### config.mk
export PLATFORM = sky130hd
export DESIGN_NAME = pmpb_ctrl
export DESIGN_NICKNAME = d
export VERILOG_FILES = /design/src/common/pmpb_pkg.sv /design/src/verilog/pmpb_sync.sv /design/src/verilog/pmpb_ctrl.sv
export SDC_FILE = /design/constraint.sdc
export NUM_CORES = 1
export LEC_CHECK = 0
export CORE_MARGIN = 3
export CORE_UTILIZATION = 57
export CTS_CLUSTER_SIZE = 14
export DETAILED_ROUTE_END_ITERATION = 8
export DONT_BUFFER_PORTS = 1
export PLACE_DENSITY = 0.75
export SKIP_CTS_REPAIR_TIMING = 1
export SYNTH_ARGS = -nofsm -noshare
export SYNTH_HDL_FRONTEND = slang
export SYNTH_SLANG_ARGS = --single-unit
### constraint.sdc
create_clock -name core_clk -period 2.8 [get_ports core_clk]
set_input_delay 0.28 -clock core_clk [delete_from_list [all_inputs] [get_ports core_clk]]
set_output_delay 0.28 -clock core_clk [all_outputs]
set_load 0.01 [all_outputs]
### src/common/pmpb_pkg.sv
/*
 * pmpb_pkg: constants, masks and state type for the power mode and
 * push-button controller.
 * assumes a 100 MHz core clock; analog comparators deliver clean levels.
 */
package pmpb_pkg;

	// ==========================================================
	// clock and timing
	localparam int unsigned     CLK_PERIOD_NS     = 10;
	localparam int unsigned     LONG_PRESS_MS     = 4000;
	localparam longint unsigned LONG_PRESS_CYCLES =
		longint'(LONG_PRESS_MS) * 64'd1000000 / longint'(CLK_PERIOD_NS);
	localparam int unsigned     RESET_TMO_MS      = 64;
	localparam longint unsigned RESET_TMO_CYCLES  =
		longint'(RESET_TMO_MS) * 64'd1000000 / longint'(CLK_PERIOD_NS);
	localparam int unsigned     PC_OFF_MS         = 100;
	localparam longint unsigned PC_OFF_CYCLES     =
		longint'(PC_OFF_MS) * 64'd1000000 / longint'(CLK_PERIOD_NS);
	localparam int unsigned     LED_PERIOD_MS     = 4000;
	localparam int unsigned     LED_STEPS         = 16;
	localparam longint unsigned LED_STEP_CYCLES   =
		longint'(LED_PERIOD_MS) * 64'd1000000 / longint'(CLK_PERIOD_NS) / LED_STEPS;

	// ==========================================================
	// regulator enables, bit n-1 is regulator n, bit 12 always-on
	localparam int unsigned REG_COUNT  = 13;
	localparam logic [12:0] MASK_ALL   = 13'h1FFF;
	localparam logic [12:0] MASK_SLEEP = 13'h1861;
	localparam logic [12:0] MASK_AON   = 13'h1000;
	localparam logic [12:0] MASK_OFF   = 13'h0000;
	localparam logic [12:0] REG_EN_RST = 13'h0000;

	// ==========================================================
	// synchroniser lanes
	localparam int unsigned SYNC_W       = 6;
	localparam int unsigned SYNC_HOLD    = 0;
	localparam int unsigned SYNC_ENABLE  = 1;
	localparam int unsigned SYNC_PB_N    = 2;
	localparam int unsigned SYNC_LOW_IMP = 3;
	localparam int unsigned SYNC_AUX_HI  = 4;
	localparam int unsigned SYNC_AUX_LO  = 5;
	localparam logic [5:0]  SYNC_RST_VAL = 6'h04;

	// ==========================================================
	// sequencer states
	typedef enum logic [2:0] {
		ST_POR,
		ST_RUN,
		ST_PRESS,
		ST_SOFT,
		ST_PCOFF
	} pmpb_state_t;

endpackage

### src/verilog/pmpb_sync.sv
/*
 * pmpb_sync: two-flop level synchroniser, one lane per bit.
 * assumes each lane is a slow level; no pulse survives the crossing.
 */
`timescale 1ns/100ps
module pmpb_sync #(
	parameter int unsigned WIDTH   = 6,
	parameter logic [5:0]  RST_VAL = 6'h00
) (
	input  wire logic             core_clk,
	input  wire logic             sys_rst,
	input  wire logic [WIDTH-1:0] async_in,
	output logic      [WIDTH-1:0] sync_out
);

	logic [WIDTH-1:0] stage1;

	generate
		if (WIDTH < 1 || WIDTH > 6) begin : g_bad_width
			$error("pmpb_sync width out of range");
		end
	endgenerate

	// ==========================================================
	// two flops per lane
	always_ff @(posedge core_clk or posedge sys_rst) begin
		if (sys_rst) begin
			stage1   <= RST_VAL[WIDTH-1:0];
			sync_out <= RST_VAL[WIDTH-1:0];
		end else begin
			stage1   <= async_in;
			sync_out <= stage1;
		end
	end

endmodule

### src/verilog/pmpb_ctrl.sv
/*
 * pmpb_ctrl: power mode selection, push-button decode, manual reset
 * timing and led pwm duty for a multi-rail power unit.
 * assumes comparators for button impedance and aux rail thresholds,
 * and a host driving hold and enable as levels.
 */
// Behaviour
// - hold and enable are level inputs; their combination picks the mode
// - hold and enable both high: every regulator on
// - hold only: regulators 1, 6, 7, 12 and always-on stay on
// - neither: always-on only above 2.6V aux rail, all off below 2.2V
// - led duty code 0 gives one sixteenth, code 15 full on
// - button serves enable or manual reset, chosen by pull-down impedance
// - internal timer measures how long a manual reset lasts
// - under 4 s soft reset and flag; longer power cycles and flags
// - soft reset drives reset low until release and timeout
`timescale 1ns/100ps
module pmpb_ctrl #(
	parameter int unsigned LONG_PRESS_CYC = 32'(pmpb_pkg::LONG_PRESS_CYCLES),
	parameter int unsigned RESET_TMO_CYC  = 32'(pmpb_pkg::RESET_TMO_CYCLES),
	parameter int unsigned PC_OFF_CYC     = 32'(pmpb_pkg::PC_OFF_CYCLES),
	parameter int unsigned LED_STEP_CYC   = 32'(pmpb_pkg::LED_STEP_CYCLES)
) (
	input  wire logic        core_clk,
	input  wire logic        sys_rst,
	input  wire logic        power_hold_in,
	input  wire logic        power_enable_in,
	input  wire logic        pushbutton_in_n,
	input  wire logic        pb_low_impedance,
	input  wire logic        aux_rail_above_hi,
	input  wire logic        aux_rail_below_lo,
	input  wire logic [3:0]  led_duty_code,
	input  wire logic        soft_flag_read,
	input  wire logic        cycle_flag_read,
	output logic      [12:0] reg_enable,
	output logic             reset_out_n,
	output logic             reset_out_oe,
	output logic             soft_reset_flag,
	output logic             power_cycle_flag,
	output logic             led_pwm_out
);

	// ==========================================================
	// parameter checks
	generate
		if (LONG_PRESS_CYC < 2 || RESET_TMO_CYC < 1 || PC_OFF_CYC < 1 || LED_STEP_CYC < 1) begin : g_bad
			$error("pmpb_ctrl timing parameter too small");
		end
	endgenerate

	// ==========================================================
	// input synchronisers
	logic [5:0] raw_in;
	logic [5:0] sync_in;

	assign raw_in = {aux_rail_below_lo, aux_rail_above_hi, pb_low_impedance,
		pushbutton_in_n, power_enable_in, power_hold_in};

	pmpb_sync #(
		.WIDTH   (pmpb_pkg::SYNC_W),
		.RST_VAL (pmpb_pkg::SYNC_RST_VAL)
	) u_sync (
		.core_clk (core_clk),
		.sys_rst  (sys_rst),
		.async_in (raw_in),
		.sync_out (sync_in)
	);

	wire hold_s    = sync_in[pmpb_pkg::SYNC_HOLD];
	wire enable_s  = sync_in[pmpb_pkg::SYNC_ENABLE];
	wire pb_n_s    = sync_in[pmpb_pkg::SYNC_PB_N];
	wire low_imp_s = sync_in[pmpb_pkg::SYNC_LOW_IMP];
	wire aux_hi_s  = sync_in[pmpb_pkg::SYNC_AUX_HI];
	wire aux_lo_s  = sync_in[pmpb_pkg::SYNC_AUX_LO];

	// ==========================================================
	// button decode
	wire press    = ~pb_n_s;
	wire mr_press = press & low_imp_s;
	wire en_press = press & ~low_imp_s;

	// ==========================================================
	// aux rail hysteresis
	logic rail_ok;
	wire  next_rail_ok = aux_hi_s ? 1'b1 : (aux_lo_s ? 1'b0 : rail_ok);

	// ==========================================================
	// mode decode
	// level combination decode
	wire eff_hold   = hold_s | en_press;
	wire eff_enable = enable_s | en_press;
	logic [12:0] mode_mask;
	assign mode_mask = (eff_hold && eff_enable) ? pmpb_pkg::MASK_ALL :
		eff_hold ? pmpb_pkg::MASK_SLEEP :
		rail_ok ? pmpb_pkg::MASK_AON : pmpb_pkg::MASK_OFF;

	// ==========================================================
	// reset sequencer
	pmpb_pkg::pmpb_state_t state;
	pmpb_pkg::pmpb_state_t next_state;
	logic [31:0]           cnt;
	logic [31:0]           next_cnt;
	logic                  set_soft;
	logic                  set_cycle;

	wire [31:0] cnt_inc = cnt + 32'h00000001;

	always_comb begin
		next_state = state;
		next_cnt   = cnt_inc;
		set_soft   = 1'b0;
		set_cycle  = 1'b0;
		case (state)
			pmpb_pkg::ST_POR: begin
				if (cnt >= RESET_TMO_CYC - 1) begin
					next_state = pmpb_pkg::ST_RUN;
					next_cnt   = 32'h00000000;
				end
			end
			pmpb_pkg::ST_RUN: begin
				next_cnt = 32'h00000000;
				if (mr_press) begin
					next_state = pmpb_pkg::ST_PRESS;
				end
			end
			pmpb_pkg::ST_PRESS: begin
				if (press && cnt >= LONG_PRESS_CYC - 1) begin
					next_state = pmpb_pkg::ST_PCOFF;
					next_cnt   = 32'h00000000;
					set_cycle  = 1'b1;
				end else if (!press) begin
					next_state = pmpb_pkg::ST_SOFT;
					next_cnt   = 32'h00000000;
					set_soft   = 1'b1;
				end
			end
			pmpb_pkg::ST_SOFT: begin
				if (press) begin
					next_cnt = 32'h00000000;
				end else if (cnt >= RESET_TMO_CYC - 1) begin
					next_state = pmpb_pkg::ST_RUN;
					next_cnt   = 32'h00000000;
				end
			end
			pmpb_pkg::ST_PCOFF: begin
				if (cnt >= PC_OFF_CYC - 1) begin
					next_cnt = cnt;
					if (!press) begin
						next_state = pmpb_pkg::ST_POR;
						next_cnt   = 32'h00000000;
					end
				end
			end
			default: begin
				next_state = pmpb_pkg::ST_POR;
				next_cnt   = 32'h00000000;
			end
		endcase
	end

	wire [12:0] next_reg_enable = (next_state == pmpb_pkg::ST_PCOFF) ?
		pmpb_pkg::MASK_OFF : mode_mask;
	wire next_reset_n = (next_state == pmpb_pkg::ST_RUN);
	wire next_soft    = set_soft | (soft_reset_flag & ~soft_flag_read);
	wire next_cycle   = set_cycle | (power_cycle_flag & ~cycle_flag_read);

	always_ff @(posedge core_clk or posedge sys_rst) begin
		if (sys_rst) begin
			state            <= pmpb_pkg::ST_POR;
			cnt              <= 32'h00000000;
			rail_ok          <= 1'b0;
			reg_enable       <= pmpb_pkg::REG_EN_RST;
			reset_out_n      <= 1'b0;
			soft_reset_flag  <= 1'b0;
			power_cycle_flag <= 1'b0;
		end else begin
			state            <= next_state;
			cnt              <= next_cnt;
			rail_ok          <= next_rail_ok;
			reg_enable       <= next_reg_enable;
			reset_out_n      <= next_reset_n;
			soft_reset_flag  <= next_soft;
			power_cycle_flag <= next_cycle;
		end
	end

	assign reset_out_oe = ~reset_out_n;

	// ==========================================================
	// led pwm
	logic [31:0] step_cnt;
	logic [3:0]  phase;
	wire         step_end      = (step_cnt >= LED_STEP_CYC - 1);
	wire [31:0]  next_step_cnt = step_end ? 32'h00000000 : step_cnt + 32'h00000001;
	wire [3:0]   next_phase    = step_end ? phase + 4'h1 : phase;
	wire         next_led      = (phase <= led_duty_code);

	always_ff @(posedge core_clk or posedge sys_rst) begin
		if (sys_rst) begin
			step_cnt    <= 32'h00000000;
			phase       <= 4'h0;
			led_pwm_out <= 1'b0;
		end else begin
			step_cnt    <= next_step_cnt;
			phase       <= next_phase;
			led_pwm_out <= next_led;
		end
	end

	// ==========================================================
	// checks
	logic [1:0] rst_age;
	always_ff @(posedge core_clk or posedge sys_rst) begin
		if (sys_rst) begin
			rst_age <= 2'h0;
		end else if (rst_age != 2'h3) begin
			rst_age <= rst_age + 2'h1;
		end
	end
endmodule

==> key figures, run 1 <==
Drt
  – Via count: 3530
  – WL/cell: 15.4 um
  – DR iter-0 viols: 268
  – Post-route ant nets: 0
  – Met2 wire length: 4550 um
  – Total length of routed met3 wires: 424 um
  – Vias per Instance: 5.92
  – WL final: 9160 um
  – Top sig layer: met4
  – Met1 wire length: 4060 um
  – DRT Pass-1 Iters: 5
  – DRC viols: 0

Floorplanning
  – Starting Density: 60.8%
  – Core Area: 0.00749 mm2
  – Die area: 0.00909 mm2
  – Cell Rows: 31
  – DIE WIDTH: 95.4 um
  – I/O pins: 32
  – Die Y: 95.4 um

Layout
  – Final Instance Area: 0.00491 mm2
  – Area growth from synthesis to layout: 7.95%
  – Final core occ: 65.6%
  – Final net count: 513
  – Share of cells above drive strength 1: 7.44%
  – Layout filler cell count: 585
  – N_diodes: 0
  – Finished Layout Cells: 596

Clock network
  – H-tree Lvls: 3
  – Clk_lat worst skew: 0.36 ns
  – Root Buffer: clkbuf_8
  – Clock Pin Slew Worst Setup and Hold Paths: 0.09 ns
  – CTS max path bufs: 2
  – # clock sinks: 91
  – CTS tree: built
  – CTS Buf Count: 9

Timing
  – Post-Route Skew: 0.0110 ns
  – Period utilization: 94.6%
  – Final Hold Fails: 0
  – Setup violators final: 0
  – Final min period: 2.65 ns
  – Max-slew headroom: 41.6%
  – Max Clk Rate: 0.377 GHz
  – Worst-margin pin slew: 0.854 ns
  – Final worst slack: 0.150 ns
  – Slew Limit Fails: 0

Logic synthesis
  – Warnings, synthesis: 0
  – Sequential area share after synthesis: 50.1%
  – Post-synth top area share: 48.9%
  – Ys async rst share: 100%
  – Gate Count Post-Synth: 492
  – Synth Area per Inst: 9.25 um2
  – Synth cell types: 58
  – Count of state elements after synthesis: 91
  – Dominant cells by area after synthesis: dfrtp_1 (49%), nor2_1 (5.4%), nand2_1 (4.0%)
  – Ys flop type: dfrtp_1
  – Area leader, netlist: dfrtp_1
  – Syn Std Cell Area: 0.00455 mm2
  – Number of synthesized flops with an enable pin: 0

GRT
  – Global-route wire length before repair: 15600 um
  – Largest net degree at the start of global routing: 58
  – Initial antenna violation count: 0
  – Final global-route overflow total: 0
  – Gr usage total: 21.6%
  – Vias in the first global route: 3431

Critical path
  – Reg2Reg Depth: 7
  – R2R Setup Slk: 0.15 ns
  – Reg2reg end: cnt[2]
  – CP Launch Type: flop
  – WP data required: 3.06 ns
  – Crit path DAT: 2.91 ns
  – Critical Path Sink: cnt[2]
  – Worst setup path class: reg -> reg
  – Worst Path Max Fanout: 28
  – RR Startpoint: cnt[0]
  – CP startpoint: cnt[0]
  – Critical Path End Type: flop

Placement
  – Hpwl dp: 6180 um
  – Placed cell count: 573
  – Placer Congestion: 0.868
  – Post-Place Cell Area: 0.00460 mm2
  – Port bufs: 0
  – Worst slack, placed: 0.135 ns

Run
  – Max-Cap Viols: 0

Power and ir drop
  – P_leak: 2.07 nW
  – PD cells: 533 mW/mm2
  – Peak VDD IR: 0.418 mV

Min path
  – Hold Crit Class: in -> reg

Outcome
  – Status: finished, final reports clean
## power by group
group,switching [mW],total [mW],internal (mW)
Combinational,0.0909,0.182,0.0910
Sequential,0.0525,1.42,1.37
Clock,0.476,1.01,0.538
Total,0.619,2.62,2.00
## registers in the layout, indices dropped and copies added (netlist names)
signal / count
u_sync.stage1: 6
rail_ok: 1
u_sync.sync_out: 6
power_cycle_flag: 1
reset_out_n: 1
led_pwm_out: 1
soft_reset_flag: 1
cnt: 32
reg_enable: 3
phase: 4
step_cnt: 32
state: 3
## synth_stat cells, drive strengths merged, types with 6 or more instances
master and n:
dfrtp 89, nor2 66, nand2 48, o21ai 41, inv 22, nand3 22, nor3 19, buf 18
xor2 15, clkbuf 13, nand4 13, o22ai 13, xnor2 11, and2 10, a211oi 9, and3 9
ha 7, a21oi 6, and4 6, nor4 6
## per-layer routing
layer | GRT usage (%) | up-vias
met3 | 5.13 | 14
met5 | 0 | -
met2 | 35.4 | 78
li1 | - | 1719
met1 | 28.5 | 1719
met4 | 6.85 | 0
## logic make-up after synthesis
logic type               count (synthesis)  synth area share, %
adder cells (fa/ha/maj)                  7                 1.92
XOR/XNOR                                26                 5.00
buffers and inverters                   53                 5.53
other                                    1               0.0824
AO/OA/AOI/OAI                           96                 13.3
flip-flops                              91                 50.1
AND/OR/NAND/NOR                        217                 23.8
multiplexers                             1                0.247
## worst min path at each step
stage / from / to / slack, ns / cells after the start
detailed placement: sys_rst / step_cnt[26] / 0.25 / 1
CTS: sys_rst / step_cnt[22] / -0.15 / 1
finish: cycle_flag_read / power_cycle_flag / 0.01 / 1
floorplan: pushbutton_in_n / u_sync.stage1[2] / 0.28 / 0
global route: cycle_flag_read / power_cycle_flag / 0.002 / 1
global placement: sys_rst / step_cnt[26] / 0.25 / 1
## critical path, cell delays in order (launching register included)
cell and delay [ns]:
dfrtp_1 0.42, ha_1 0.24, nand3_2 0.14, o21ai_0 0.17, a2111oi_0 0.78, a31o_4 0.41
nor2_2 0.14, o32ai_1 0.25
## final cells by class
type | instances | area [um2] | area share, %
Sequential cell | 91 | 2280 | 46.4
Multi-Input combinational cell | 354 | 2060 | 41.8
Clock inverter | 6 | 96.3 | 1.96
Tap cell | 99 | 124 | 2.52
Clock buffer | 10 | 138 | 2.80
Timing Repair Buffer | 14 | 135 | 2.75
Inverter | 22 | 83.8 | 1.71
## cells in the final DEF, fill, tap and decap left out, types with 4 or more instances in the layout
cell type	n
dfrtp_1	89
nor2_1	65
nand2_1	48
o21ai_0	33
inv_1	21
nand3_1	21
nor3_1	17
xor2_1	15
nand4_1	13
o22ai_1	13
xnor2_1	11
and2_1	10
clkbuf_8	10
a211oi_1	9
and3_1	8
o21ai_1	8
ha_1	7
dlygate4sd3_1	7
conb_1	7
and4_1	6
buf_4	6
a21oi_1	5
nor4_1	5
nor2b_1	4
## stage by stage
stage          setup TNS [ns]  total power, mW  hold WS [ns]
6_report                    0             2.62        0.0120
5_1_grt               -0.0828             2.72       0.00237
4_1_cts                     0             2.64        -0.149
3_5_place_dp                0             1.63         0.247
3_3_place_gp                0             1.61         0.247
2_1_floorplan               0             1.60         0.284
No activity file was read; power rests on OpenSTA's default activity.
==> inputs of run 2 (changes only) <==
--- a/config.mk
+++ b/config.mk
@@ -6,11 +6,10 @@
 export NUM_CORES = 1
 export LEC_CHECK = 0
 export CORE_MARGIN = 3
-export CORE_UTILIZATION = 57
+export CORE_UTILIZATION = 45
 export CTS_CLUSTER_SIZE = 14
 export DETAILED_ROUTE_END_ITERATION = 8
 export DONT_BUFFER_PORTS = 1
-export PLACE_DENSITY = 0.75
 export SKIP_CTS_REPAIR_TIMING = 1
 export SYNTH_ARGS = -nofsm -noshare
 export SYNTH_HDL_FRONTEND = slang
==> key figures, run 2 (same netlist as run 1, synthesis figures left out) <==
Outcome
  – Status: finished, final reports clean

Layout
  – Final Instance Area: 0.00496 mm2
  – Regs by FF count: cnt: 32 flops, step_cnt: 32 flops
  – Commonest non-fill, non-tap cell in the layout: dfrtp_1
  – Commonest cells after routing, fill and taps aside: dfrtp_1 (89), nor2_1 (65), nand2_1 (48)
  – N_diodes: 0
  – Final core occ: 50.5%
  – Finished Layout Cells: 636
  – Area growth from synthesis to layout: 8.96%
  – Final net count: 519
  – Share of cells above drive strength 1: 7.95%

Timing
  – Period utilization: 93.2%
  – Hold WS: 0.0211 ns
  – Final min period: 2.61 ns
  – Final Hold Fails: 0
  – Slew Limit Fails: 0
  – Worst-margin pin slew: 0.704 ns
  – Max-slew headroom: 53.1%
  – Setup violators final: 0
  – RSZ-0062 raised after global routing: false
  – Post-Route Skew: 0.0136 ns
  – Max Clk Rate: 0.383 GHz
  – Setup tns final: 0 ns

Floorplanning
  – Starting Density: 46.3%
  – DIE WIDTH: 107 um
  – I/O pins: 32
  – Cell Rows: 36
  – Core Area: 0.00982 mm2
  – Die Y: 107 um
  – Die area: 0.0114 mm2

Placement
  – Port bufs: 0
  – Hpwl dp: 6210 um
  – Placed cell count: 609
  – Post-Place Cell Area: 0.00467 mm2
  – Placer Congestion: 0.877

GRT
  – Vias in the first global route: 3416
  – Global-route wire length before repair: 16100 um
  – Largest net degree at the start of global routing: 92
  – Final global-route overflow total: 0
  – Gr usage total: 17.5%
  – Initial antenna violation count: 0

Critical path
  – Worst Path Max Fanout: 15
  – Worst setup path class: reg -> reg
  – WP data required: 3.05 ns
  – CP Launch Type: flop
  – Crit path DAT: 2.86 ns
  – Critical Path End Type: flop
  – R2R Setup Slk: 0.19 ns

Drt
  – Vias per Instance: 5.50
  – WL/cell: 14.5 um
  – DRT Pass-1 Iters: 4
  – Post-route ant nets: 0
  – WL final: 9250 um
  – DRC viols: 0
  – Via count: 3496
  – DR iter-0 viols: 181

Clock network
  – Clock Pin Slew Worst Setup and Hold Paths: 0.09 ns
  – Root Buffer: clkbuf_8
  – CTS Buf Count: 9
  – # clock sinks: 91
  – H-tree Lvls: 3
  – Clk_lat worst skew: 0.37 ns
  – CTS max path bufs: 2
  – CTS tree: built

Power and ir drop
  – Peak VDD IR: 0.275 mV
  – PD cells: 488 mW/mm2
  – P_leak: 2.07 nW

Run
  – Max-Cap Viols: 0

Min path
  – Hold Crit Class: in -> reg
[run 2: cell types whose count changed in the layout (fill, tap and decap cells not counted), sizes merged]
cell	previous run	this run
buf	7	12
clkinv	2	4
bufinv	2	0
dlygate4sd3	7	8
[run 2: routing by layer]
layer,vias to the layer above,GRT usage [%],share of wire [%]
met5,-,0,0
met2,73,27.6,46
met1,1673,23.8,48
li1,1732,-,-
met4,0,6.39,2.0
met3,18,3.64,4.5
[run 2: final cells by class]
cell class                      instances  area [um2]
Clock inverter                          6        47.5
Timing Repair Buffer                   20         208
Clock buffer                           10         128
Multi-Input combinational cell        354        2050
Inverter                               22        83.8
Sequential cell                        91        2280
Tap cell                              133         166
Fill cell                             946        4860
[run 2: path summary, 6_finish.rpt]
path | from | to | cells past startpoint
min in group asynchronous | sys_rst | step_cnt[28] | 3
max | cnt[1] | cnt[26] | 8
min | soft_flag_read | soft_reset_flag | 1
max in group asynchronous | sys_rst | u_sync.stage1[2] | 3
max reg2reg | cnt[1] | cnt[26] | 8
min reg2reg | u_sync.stage1[3] | u_sync.sync_out[3] | 0
[run 2: critical path, stage by stage, from the launching register on]
cell and delay (ns):
dfrtp_1 0.40, ha_1 0.20, nand3_2 0.15, or4_1 0.55
a311o_1 0.42, and3_1 0.23, buf_4 0.22, a211oi_1 0.22
nor3_1 0.09
[run 2: through the flow]
| step | total power, mW | setup slack, ns |
|---|---|---|
| after floorplan | 1.60 | 0.160 |
| after global placement | 1.62 | 0.208 |
| after detailed placement | 1.63 | 0.173 |
| after CTS | 2.45 | 0.153 |
| after global routing | 2.53 | 0.0200 |
| final | 2.42 | 0.191 |
[run 2: report_power, final]
part / switching (mW) / internal (mW)
clock network: 0.481 / 0.331
logic: 0.0898 / 0.0919
registers: 0.0538 / 1.37
total: 0.624 / 1.79
